<file path="src/core/scsbp_params.svh">
// offsets, field positions, reset values and codes of the clock select block
// assumes a 32-bit register bus with byte addresses of SCSBP_ADDR_W bits
`ifndef SCSBP_PARAMS_SVH
`define SCSBP_PARAMS_SVH

`define SCSBP_ADDR_W 8
`define SCSBP_CFG1_OFF 8'h04
`define SCSBP_MON_OFF 8'h40
`define SCSBP_CFG1_RST 32'h0000_0000
`define SCSBP_MON_RST 32'h0000_0000
`define SCSBP_CFG_W 11
`define SCSBP_SEL_LSB 0
`define SCSBP_STAT_LSB 2
`define SCSBP_HDIV_LSB 4
`define SCSBP_LDIV_LSB 8
`define SCSBP_MON_EN_BIT 0
`define SCSBP_SRC_RC 2'h0
`define SCSBP_SRC_EXT 2'h1
`define SCSBP_SRC_SYNTH 2'h2
`define SCSBP_SRC_NONE 2'h3
`define SCSBP_HDIV_LOW_BASE 4'h1
`define SCSBP_HDIV_HIGH_BASE 4'h6
`define SCSBP_LDIV_BASE 4'h1
`define SCSBP_RESP_OKAY 2'h0
`define SCSBP_RESP_SLVERR 2'h2

`endif

</file>
<file path="src/core/scsbp_pkg.sv">
// types shared by the clock select block
// assumes scsbp_params.svh supplies all numeric constants
package scsbp_pkg;

  // layout of the configuration word, bits 10:0
  typedef struct packed {
    logic [2:0] low_speed_bus_divider;
    logic [3:0] host_bus_divider;
    logic [1:0] core_clock_source_status;
    logic [1:0] core_clock_source_select;
  } scsbp_cfg_t;

  typedef enum logic [2:0] {
    SW_IDLE = 3'h1,
    SW_DRAIN = 3'h2,
    SW_LAND = 3'h4
  } scsbp_sw_t;

endpackage

</file>
<file path="src/core/scsbp_tick_div.sv">
// power-of-two tick divider: one tick every 2**shift steps
// assumes shift stays below CNT_W+1; a shift change keeps the running count
`timescale 1ns/10ps
module scsbp_tick_div
  import scsbp_pkg::*;
#(
  parameter int CNT_W = 9,
  parameter int SH_W = 4
)
(
  // clock and reset
  input wire logic aclk,
  input wire logic aresetn,
  // control
  input wire logic step,
  input wire logic [SH_W-1:0] shift,
  // divided tick
  output logic tick_q
);

  logic [CNT_W-1:0] cnt_q;
  logic [CNT_W-1:0] mask;

  assign mask = ~({CNT_W{1'b1}} << shift);

  // the >= keeps a shrinking ratio from running the counter past its mask
  always_ff @(posedge aclk)
  begin
    if (!aresetn)
      cnt_q <= '0;
    else if (step)
      cnt_q <= (cnt_q >= mask) ? '0 : cnt_q + 1'b1;
  end

  always_ff @(posedge aclk)
  begin
    if (!aresetn)
      tick_q <= 1'b0;
    else
      tick_q <= step && (cnt_q >= mask);
  end

endmodule

</file>
<file path="src/core/scsbp_top.sv">
// core clock source select with host and low-speed bus dividers
// assumes aclk stands for the core clock and the bus clocks are tick enables
`timescale 1ns/10ps
`include "scsbp_params.svh"
module scsbp_top
  import scsbp_pkg::*;
#(
  parameter int ADDR_W = `SCSBP_ADDR_W
)
(
  // clock and reset
  input wire logic aclk,
  input wire logic aresetn,
  // axi4-lite write address
  input wire logic [ADDR_W-1:0] awaddr,
  input wire logic [2:0] awprot,
  input wire logic awvalid,
  output logic awready,
  // axi4-lite write data and response
  input wire logic [31:0] wdata,
  input wire logic [3:0] wstrb,
  input wire logic wvalid,
  output logic wready,
  output logic [1:0] bresp,
  output logic bvalid,
  input wire logic bready,
  // axi4-lite read
  input wire logic [ADDR_W-1:0] araddr,
  input wire logic [2:0] arprot,
  input wire logic arvalid,
  output logic arready,
  output logic [31:0] rdata,
  output logic [1:0] rresp,
  output logic rvalid,
  input wire logic rready,
  // clock events, pins from outside this clock domain
  input wire logic low_power_exit,
  input wire logic ext_osc_fail,
  // synth reference is the external oscillator, same clock domain
  input wire logic synth_from_ext,
  // clock steering
  output logic [1:0] core_clock_source,
  output logic host_bus_tick,
  output logic low_speed_bus_tick
);

  // macro literals cannot be part-selected, so they are named here first
  localparam logic [ADDR_W-1:0] CFG_ADDR = ADDR_W'(`SCSBP_CFG1_OFF);
  localparam logic [ADDR_W-1:0] MON_ADDR = ADDR_W'(`SCSBP_MON_OFF);
  localparam logic [31:0] CFG_RST = `SCSBP_CFG1_RST;
  localparam logic [31:0] MON_RST = `SCSBP_MON_RST;

  logic [1:0] sel_q;
  logic [1:0] stat_q;
  logic [3:0] hdiv_q;
  logic [2:0] ldiv_q;
  logic mon_en_q;
  scsbp_sw_t state_q;
  scsbp_cfg_t cfg_rd;
  logic aw_full_q, w_full_q, ar_full_q;
  logic awready_q, wready_q, arready_q;
  logic [ADDR_W-1:0] aw_addr_q, ar_addr_q;
  logic [31:0] w_data_q;
  logic [3:0] w_strb_q;
  logic bvalid_q, rvalid_q;
  logic [1:0] bresp_q, rresp_q;
  logic [31:0] rdata_q;
  logic fail_m_q, fail_s_q, wake_m_q, wake_s_q, wake_d_q;
  logic idle, do_wr, do_rd, wr_cfg, wr_mon, wake_ev, ext_feeds, fall_ev;
  logic [3:0] host_shift, low_shift;
  logic host_tick_q, low_tick_q;

  assign awready = awready_q;
  assign wready = wready_q;
  assign arready = arready_q;
  assign bvalid = bvalid_q;
  assign bresp = bresp_q;
  assign rvalid = rvalid_q;
  assign rresp = rresp_q;
  assign rdata = rdata_q;
  assign core_clock_source = stat_q;
  assign host_bus_tick = host_tick_q;
  assign low_speed_bus_tick = low_tick_q;

  // pin synchronisers; the second stage is read, and wake also reads a third stage for its edge
  always_ff @(posedge aclk)
  begin
    if (!aresetn)
    begin
      fail_m_q <= 1'b0;
      fail_s_q <= 1'b0;
      wake_m_q <= 1'b0;
      wake_s_q <= 1'b0;
      wake_d_q <= 1'b0;
    end
    else
    begin
      fail_m_q <= ext_osc_fail;
      fail_s_q <= fail_m_q;
      wake_m_q <= low_power_exit;
      wake_s_q <= wake_m_q;
      wake_d_q <= wake_s_q;
    end
  end

  assign wake_ev = wake_s_q && !wake_d_q;
  assign ext_feeds = (stat_q == `SCSBP_SRC_EXT)
    || (stat_q == `SCSBP_SRC_SYNTH && synth_from_ext);
  assign fall_ev = wake_ev || (fail_s_q && mon_en_q && ext_feeds);

  // bus requests wait while the source switch runs, at most two cycles
  assign idle = (state_q == SW_IDLE);
  assign do_wr = aw_full_q && w_full_q && !bvalid_q && idle;
  assign do_rd = ar_full_q && !rvalid_q && idle;
  assign wr_cfg = do_wr
    && (aw_addr_q[ADDR_W-1:2] == CFG_ADDR[ADDR_W-1:2]);
  assign wr_mon = do_wr
    && (aw_addr_q[ADDR_W-1:2] == MON_ADDR[ADDR_W-1:2]);

  // address and data channels are taken independently, in either order
  always_ff @(posedge aclk)
  begin
    if (!aresetn)
    begin
      aw_full_q <= 1'b0;
      awready_q <= 1'b0;
      aw_addr_q <= '0;
    end
    else if (awvalid && awready_q)
    begin
      aw_full_q <= 1'b1;
      awready_q <= 1'b0;
      aw_addr_q <= awaddr;
    end
    else
    begin
      if (do_wr)
        aw_full_q <= 1'b0;
      if (!aw_full_q)
        awready_q <= 1'b1;
    end
  end

  always_ff @(posedge aclk)
  begin
    if (!aresetn)
    begin
      w_full_q <= 1'b0;
      wready_q <= 1'b0;
      w_data_q <= '0;
      w_strb_q <= '0;
    end
    else if (wvalid && wready_q)
    begin
      w_full_q <= 1'b1;
      wready_q <= 1'b0;
      w_data_q <= wdata;
      w_strb_q <= wstrb;
    end
    else
    begin
      if (do_wr)
        w_full_q <= 1'b0;
      if (!w_full_q)
        wready_q <= 1'b1;
    end
  end

  always_ff @(posedge aclk)
  begin
    if (!aresetn)
    begin
      ar_full_q <= 1'b0;
      arready_q <= 1'b0;
      ar_addr_q <= '0;
    end
    else if (arvalid && arready_q)
    begin
      ar_full_q <= 1'b1;
      arready_q <= 1'b0;
      ar_addr_q <= araddr;
    end
    else
    begin
      if (do_rd)
        ar_full_q <= 1'b0;
      if (!ar_full_q)
        arready_q <= 1'b1;
    end
  end

  always_ff @(posedge aclk)
  begin
    if (!aresetn)
    begin
      bvalid_q <= 1'b0;
      bresp_q <= `SCSBP_RESP_OKAY;
    end
    else if (do_wr)
    begin
      bvalid_q <= 1'b1;
      bresp_q <= (wr_cfg || wr_mon) ? `SCSBP_RESP_OKAY : `SCSBP_RESP_SLVERR;
    end
    else if (bready)
      bvalid_q <= 1'b0;
  end

  assign cfg_rd = '{low_speed_bus_divider: ldiv_q,
    host_bus_divider: hdiv_q, core_clock_source_status: stat_q,
    core_clock_source_select: sel_q};

  always_ff @(posedge aclk)
  begin
    if (!aresetn)
    begin
      rvalid_q <= 1'b0;
      rresp_q <= `SCSBP_RESP_OKAY;
      rdata_q <= '0;
    end
    else if (do_rd)
    begin
      rvalid_q <= 1'b1;
      if (ar_addr_q[ADDR_W-1:2] == CFG_ADDR[ADDR_W-1:2])
      begin
        rresp_q <= `SCSBP_RESP_OKAY;
        rdata_q <= {21'h00_0000, cfg_rd};
      end
      else if (ar_addr_q[ADDR_W-1:2] == MON_ADDR[ADDR_W-1:2])
      begin
        rresp_q <= `SCSBP_RESP_OKAY;
        rdata_q <= {31'h0000_0000, mon_en_q};
      end
      else
      begin
        rresp_q <= `SCSBP_RESP_SLVERR;
        rdata_q <= '0;
      end
    end
    else if (rready)
      rvalid_q <= 1'b0;
  end

  // forced fallback beats a software write in the same cycle
  always_ff @(posedge aclk)
  begin
    if (!aresetn)
      sel_q <= CFG_RST[1:0];
    else if (fall_ev)
      sel_q <= `SCSBP_SRC_RC;
    else if (wr_cfg && w_strb_q[0] && w_data_q[1:0] != `SCSBP_SRC_NONE)
      sel_q <= w_data_q[1:0];
  end

  // byte lanes let half-word and byte writes touch only their fields
  always_ff @(posedge aclk)
  begin
    if (!aresetn)
    begin
      hdiv_q <= CFG_RST[7:4];
      ldiv_q <= CFG_RST[10:8];
    end
    else if (wr_cfg)
    begin
      if (w_strb_q[0])
        hdiv_q <= w_data_q[`SCSBP_HDIV_LSB +: 4];
      if (w_strb_q[1])
        ldiv_q <= w_data_q[`SCSBP_LDIV_LSB +: 3];
    end
  end

  always_ff @(posedge aclk)
  begin
    if (!aresetn)
      mon_en_q <= MON_RST[0];
    else if (wr_mon && w_strb_q[0])
      mon_en_q <= w_data_q[`SCSBP_MON_EN_BIT];
  end

  // two-cycle glitch-free handover: drain old source, land on new one
  always_ff @(posedge aclk)
  begin
    if (!aresetn)
      state_q <= SW_IDLE;
    else
      case (state_q)
        SW_IDLE:
          if (sel_q != stat_q)
            state_q <= SW_DRAIN;
        SW_DRAIN:
          state_q <= SW_LAND;
        SW_LAND:
          state_q <= SW_IDLE;
        default:
          state_q <= SW_IDLE;
      endcase
  end

  always_ff @(posedge aclk)
  begin
    if (!aresetn)
      stat_q <= CFG_RST[3:2];
    else if (state_q == SW_LAND)
      stat_q <= sel_q;
  end

  always_comb
  begin
    if (!hdiv_q[3])
      host_shift = 4'h0;
    else if (!hdiv_q[2])
      host_shift = `SCSBP_HDIV_LOW_BASE + {2'h0, hdiv_q[1:0]};
    else
      host_shift = `SCSBP_HDIV_HIGH_BASE + {2'h0, hdiv_q[1:0]};
  end

  always_comb
  begin
    if (!ldiv_q[2])
      low_shift = 4'h0;
    else
      low_shift = `SCSBP_LDIV_BASE + {2'h0, ldiv_q[1:0]};
  end

  scsbp_tick_div #(.CNT_W(9), .SH_W(4)) host_div_u (
    .aclk(aclk),
    .aresetn(aresetn),
    .step(1'b1),
    .shift(host_shift),
    .tick_q(host_tick_q)
  );

  scsbp_tick_div #(.CNT_W(4), .SH_W(4)) low_div_u (
    .aclk(aclk),
    .aresetn(aresetn),
    .step(host_tick_q),
    .shift(low_shift),
    .tick_q(low_tick_q)
  );
endmodule

</file>
<file path="config.mk">
export PLATFORM = sky130hd
export DESIGN_NAME = scsbp_top
export DESIGN_NICKNAME = d
export VERILOG_FILES = /design/src/core/scsbp_pkg.sv /design/src/core/scsbp_tick_div.sv /design/src/core/scsbp_top.sv
export VERILOG_INCLUDE_DIRS = /design/src /design/src/core
export SDC_FILE = /design/constraint.sdc
export NUM_CORES = 1
export LEC_CHECK = 0
export BUFFER_PORTS_ARGS = -buffer_cell sky130_fd_sc_hd__buf_4
export CAP_MARGIN = 20
export CORE_MARGIN = 8
export CORE_UTILIZATION = 35
export CTS_BUF_LIST = sky130_fd_sc_hd__clkbuf_2
export CTS_CLUSTER_SIZE = 16
export DETAILED_ROUTE_END_ITERATION = 7
export GPL_ROUTABILITY_DRIVEN = 0
export HOLD_SLACK_MARGIN = 0.06
export SLEW_MARGIN = 20
export SYNTH_ARGS = -nofsm -noshare
export SYNTH_HDL_FRONTEND = slang
export SYNTH_SLANG_ARGS = --single-unit
</file>
<file path="constraint.sdc">
create_clock -name aclk -period 3.2 [get_ports aclk]
set_input_delay 0.16 -clock aclk [delete_from_list [all_inputs] [get_ports aclk]]
set_output_delay 0.16 -clock aclk [all_outputs]
set_load 0.03 [all_outputs]
</file>
# Word level (Yosys, flattened, before mapping)
# Cells that the tools add are included.
# word_totals
regBits	108
in_bits	68
output_inout_bits	45
wordCells	110
# classes
addsub	5
magnitude_cmp	2
eq_ne	12
shift	2
n_mux	20
bitwise	3
reduce_logical	36
# op_table
op	count
$logic_and A1 B1 Y1	18
$eq A6 B1 Y1 const B	2
$eq A6 B5 Y1 const B	2
$mux W4	3
$mux W11	1
$mux W1	10
$reduce_bool A2 Y1	5
$reduce_or A2 Y1	5
$add A9 B1 Y9 const B	1
$ge A9 B9 Y1	1
$not A9 Y9	1
$shl A9 B4 Y9 const A	1
$add A1 B2 Y3 const A	2
$mux W2	3
$mux W3	2
$pmux W3 S2	1
$add A3 B2 Y4 const A	1
$add A4 B1 Y4 const B	1
$ge A4 B4 Y1	1
$not A4 Y4	1
$reduce_and A2 Y1	2
$shl A4 B3 Y4 const A	1
$eq A3 B1 Y1 const B	1
$eq A3 B2 Y1 const B	1
9 further kinds	13

# Depth between registers and ports, before layout
# depth
depth_word	7
ltp_mapped	10
ltp_nobuf	10

# By module
# Synthesis repeated with hierarchy kept, for this count alone.
# unflattened
cells_unflattened	440
area_unflattened_um2	3922.5
# modules_own_cells
mod	instances	cells_per_inst	area_per_inst_um2	seq_area_each_um2
scsbp_top	1	310	2812.7	1281.2
scsbp_tick_div (host_div_u)	1	92	754.5	200.2
scsbp_tick_div (low_div_u)	1	38	355.3	100.1

# Worst setup path before layout
# No wires, ideal clock.
# synth_timing
kind	flip-flop to flip-flop
from	register hdiv_q[0]
to	register host_div_u.cnt_q[1]
setup_time_ps	82
t_arrival_ps	2139
required_ps	3118
setup_slack_ps	979
stages_incl_launch_ff	11
path_buffers	0
synth_period_minus_slack_ps	2221
path_cell_list	dfxtp_1 -> ha_1 -> nor2b_1 -> a21oi_1 -> a21oi_1 -> nand2_1 -> ha_1 -> a211o_1 -> a21oi_1 -> nand3_1 -> nor3b_1
# synth_between
elab_chain_len	7
word_cells_on_any_way	8
cone_classes	add/sub: 2; order compare: 1; shift: 1; mux: 2; bitwise: 1; reduce/logical: 1
# synth_rtl
item	line_no	source
start: declaration	scsbp_top.sv:55	logic [3:0] hdiv_q;
start signal: assignment	scsbp_top.sv:259	hdiv_q <= CFG_RST[7:4];
start signal: assignment	scsbp_top.sv:265	hdiv_q <= w_data_q[`SCSBP_HDIV_LSB +: 4];
$add A3 B2 Y4 (no line) or $add A1 B2 Y3 (tied branches)	--	
$mux W4 (*)	scsbp_top.sv:310	else if (!hdiv_q[2])
$mux W4 (*)	scsbp_top.sv:308	if (!hdiv_q[3])
$shl A9 B4 Y9 (*)	scsbp_tick_div.sv:24	assign mask = ~({CNT_W{1'b1}} << shift);
$not A9 Y9 (*)	scsbp_tick_div.sv:24	
$ge A9 B9 Y1 (*)	scsbp_tick_div.sv:32	cnt_q <= (cnt_q >= mask) ? '0 : cnt_q + 1'b1;
$reduce_or A2 Y1 (no line) (*)	--	
end signal: assignment	scsbp_tick_div.sv:32	
end: declaration	scsbp_tick_div.sv:21	logic [CNT_W-1:0] cnt_q;
# Mark *: on every way between the ends. The rest lies on a longest branch, timed or not.
# A chain may end at the register's enable or synchronous reset.

# Worst setup path after layout
# layout_timing
from	register hdiv_q[0]
to	register host_div_u.cnt_q[3]
# The elaborated chain is that of the path after synthesis.

==> results.ini <==
[grt]
gr-usage-met2_pct = 22.0
globalRouteMet3Util_pct = 3.83
grtUsageTotal_pct = 12.6
first_global_vias = 2989
overflow = 0
grt_max_degree = 39
gr-usage-met1_pct = 14.2
grt-busiest-layer = met2
grt_pass1_wl_mm = 13.7
antenna_found_initial = 0

[timing]
fmax_mhz = 384
period_needed_ps = 2600
setup_viol = 0
hold_viol = 0
worst_clock_skew_ps = 22.8
holdWs_ps = 111
finalCritPeriodShare_pct = 81.4
setup_ws_ps = 596
rsz0062_at_grt = no
drv_slew = 0
tns_ps = 0
relSlewSlack_pct = 38.6
worst_pin_slew_ps = 912

[logic_synthesis]
synth-compound-area-share_pct = 13.0
yosysTopAreaCellShare_pct = 44.8
yosysTopAreaCell = dfxtp_1
synthTopCellsByArea = dfxtp_1 45%, ha_1 6.0%, nand2_1 5.8%, a21oi_1 5.1%, buf_4 4.9%
synthAdderAreaFrac_pct = 6.03
yosys_warnings = 0
syn_area_per_cell_um2 = 8.65
yosys-top-cells-count = 79 x dfxtp_1, 55 x nand2_1, 36 x a21oi_1
synth.distinct_cells = 42
synth_cells = 408
synth_area_mm2 = 0.00353
synth-edff-count = 0
yosysMostFrequentCell = dfxtp_1
synth.area.mux_share_pct = 1.13
postSynthRegisterBits = 79
synth_xor_area_share_pct = 3.47
yosys.area_share.simple_pct = 23.0
synth_top_family_by_area = simple AND/OR/NAND/NOR gates
synthArstFlopShare_pct = 0
seq_area_frac_synth_pct = 44.8
synth_ff_type = dfxtp_1

[clock_tree]
postCtsSetupRepairBufs = 0
numCtsBuffers = 9
cts-resized-gates = 0
cts_sinks = 79
cts_root_buf = clkbuf_2
ctsHtreeMaxLevel = 3
cts_buffer_depth = 2
cts.clk_slew.worst_paths_ps = 200
tritoncts = done
clk-insertion-delay-late_ps = 500

[worst_hold_path]
min_path_type = input pin to register
min_delay_worst_endpoint = aw_full_q
worstHoldStart = awvalid
hold_depth = 3

[flow_run]
cap_violations = 0

[cells_and_area]
fin_nets = 581
fillers = 995
diodes = 0
area_delta_synth_final_pct = 27.2
drive_above_1_share_pct = 14.8
fin_util_pct = 45.9

[floorplanning]
die_x_um = 116
io_pins = 113
fp.dieArea_mm2 = 0.0136
coreArea_mm2 = 0.00977
rows = 36
dieHeight_um = 116
initial_core_util_pct = 36.1

[critical_path]
crit_path_end_kind = register
rr_worst_depth = 10
reg2reg_from = hdiv_q[0]
start_kind = register
rr_endpoint = host_div_u.cnt_q[3]
r2r_slack_ps = 600
crit_required_ps = 3620
cp.arrival_ps = 3020
crit_type = register to register
path_max_fanout = 9

[drt]
drt-initial-drc-count = 92
wl_per_cell_um = 13.1
ant_nets = 0
viasPerCell = 4.74
drt_pass1_iterations = 4
num_vias = 3007
detail_route.wirelength_mm = 8.28
drc_errors = 0

[status]
status = finished clean

[placement]
dp_hpwl_mm = 5.87
preCtsSetupSlack_ps = 619
io_buffers = 54

[power_and_ir_drop]
power_density_mw_per_mm2 = 412
vdd_drop_max_uv = 208
leakagePower_nw = 1.78

power breakdown:
part / total [W] / switching (W) / leakage [nW] / internal [W]
Combinational: 0.000218 / 0.000123 / 1.05 / 0.0000942
Sequential: 0.00104 / 0.0000224 / 0.642 / 0.00101
Clock: 0.000594 / 0.000327 / 0.0859 / 0.000267
Total: 0.00185 / 0.000473 / 1.78 / 0.00137
critical path, stage by stage (launching register included):
cell,delay [ps]
dfxtp_1,410
ha_1,310
nor2b_1,190
a21oi_1,90
a21oi_1,130
nand2_1,80
ha_1,330
a211o_1,260
a21oi_1,170
nand3_1,290
nor3_1,260
layout by cell type, fill, tap and decap left out, types with 3 or more instances in the layout:
cell | synthesis | final
a22oi_1 | 10 | 10
xnor2_1 | 4 | 4
nand3_1 | 25 | 25
clkbuf_2 | 0 | 12
nand2b_1 | 5 | 5
mux2i_1 | 4 | 4
o21ai_0 | 19 | 19
conb_1 | 1 | 23
nand3b_1 | 6 | 6
nor2_1 | 26 | 26
dfxtp_1 | 79 | 79
dlygate4sd3_1 | 0 | 43
nor2b_1 | 5 | 5
xor2_1 | 10 | 10
o31ai_1 | 3 | 3
inv_1 | 8 | 8
and4_1 | 3 | 3
nand4_1 | 5 | 5
nor4_1 | 3 | 3
a21oi_1 | 36 | 36
nor3_1 | 14 | 14
nand2_1 | 55 | 55
ha_1 | 17 | 17
o21a_1 | 3 | 3
and2_1 | 6 | 6
buf_4 | 23 | 55
per-stage QoR:
| step | power, W | area (um^2) | cells |
|---|---|---|---|
| after floorplan | 0.00119 | 3610 | 430 |
| after global placement | 0.00123 | 3930 | 575 |
| after detailed placement | 0.00123 | 3930 | 575 |
| after CTS | 0.00187 | 4490 | 634 |
| after global routing | 0.00194 | 4490 | 634 |
| final | 0.00185 | 4490 | 634 |
cell type report:
type	count	area (um^2)	area share, %
Multi-Input combinational cell	299	1730	38.6
Sequential cell	79	1580	35.2
Tap cell	133	166	3.71
Timing Repair Buffer	98	843	18.8
Clock buffer	12	60.1	1.34
Clock inverter	4	70.1	1.56
Inverter	9	33.8	0.753
kinds of logic after synthesis:
kind of cell             count (synthesis)
AND/OR/NAND/NOR                        163
flip-flops                              79
other                                    1
buffers and inverters                   52
adder cells (fa/ha/maj)                 17
multiplexers                             4
AO/OA/AOI/OAI                           78
XOR/XNOR                                14
registers in the layout (all words and copies together), names as in the netlist, 2 cells and up:
| name | count |
|---|---|
| core_clock_source | 2 |
| low_div_u.cnt_q | 4 |
| sel_q | 2 |
| rdata | 11 |
| ar_addr_q | 6 |
| host_div_u.cnt_q | 9 |
| aw_addr_q | 6 |
| hdiv_q | 4 |
| state_q | 3 |
| w_strb_q | 2 |
| ldiv_q | 3 |
| w_data_q | 9 |
repair_timing:
action / in CTS / in global routing
setup endpoints to repair: 0 / 0
endpoints found under the hold margin: 40 / 0
hold buffers: 43 / 0
worst max path at each step:
stage,depth (start not counted),start,slack (ps),end
finish,10,hdiv_q[0],600,host_div_u.cnt_q[3]
global route,10,hdiv_q[0],320,host_div_u.cnt_q[6]
CTS,10,hdiv_q[0],590,host_div_u.cnt_q[3]
detailed placement,10,hdiv_q[1],620,host_div_u.cnt_q[7]
global placement,10,hdiv_q[0],750,host_div_u.cnt_q[1]
floorplan,10,hdiv_q[0],980,host_div_u.cnt_q[1]
metal layers:
metal  vias up  wire length [um]  share of wire [%]
met4         0               107                1.3
met3        10               394                4.8
met1      1387              3690                 45
li1       1548                 -                  -
met2        62              4090                 49
met5         -                 0                  0
(Power assumes the default switching activity.)
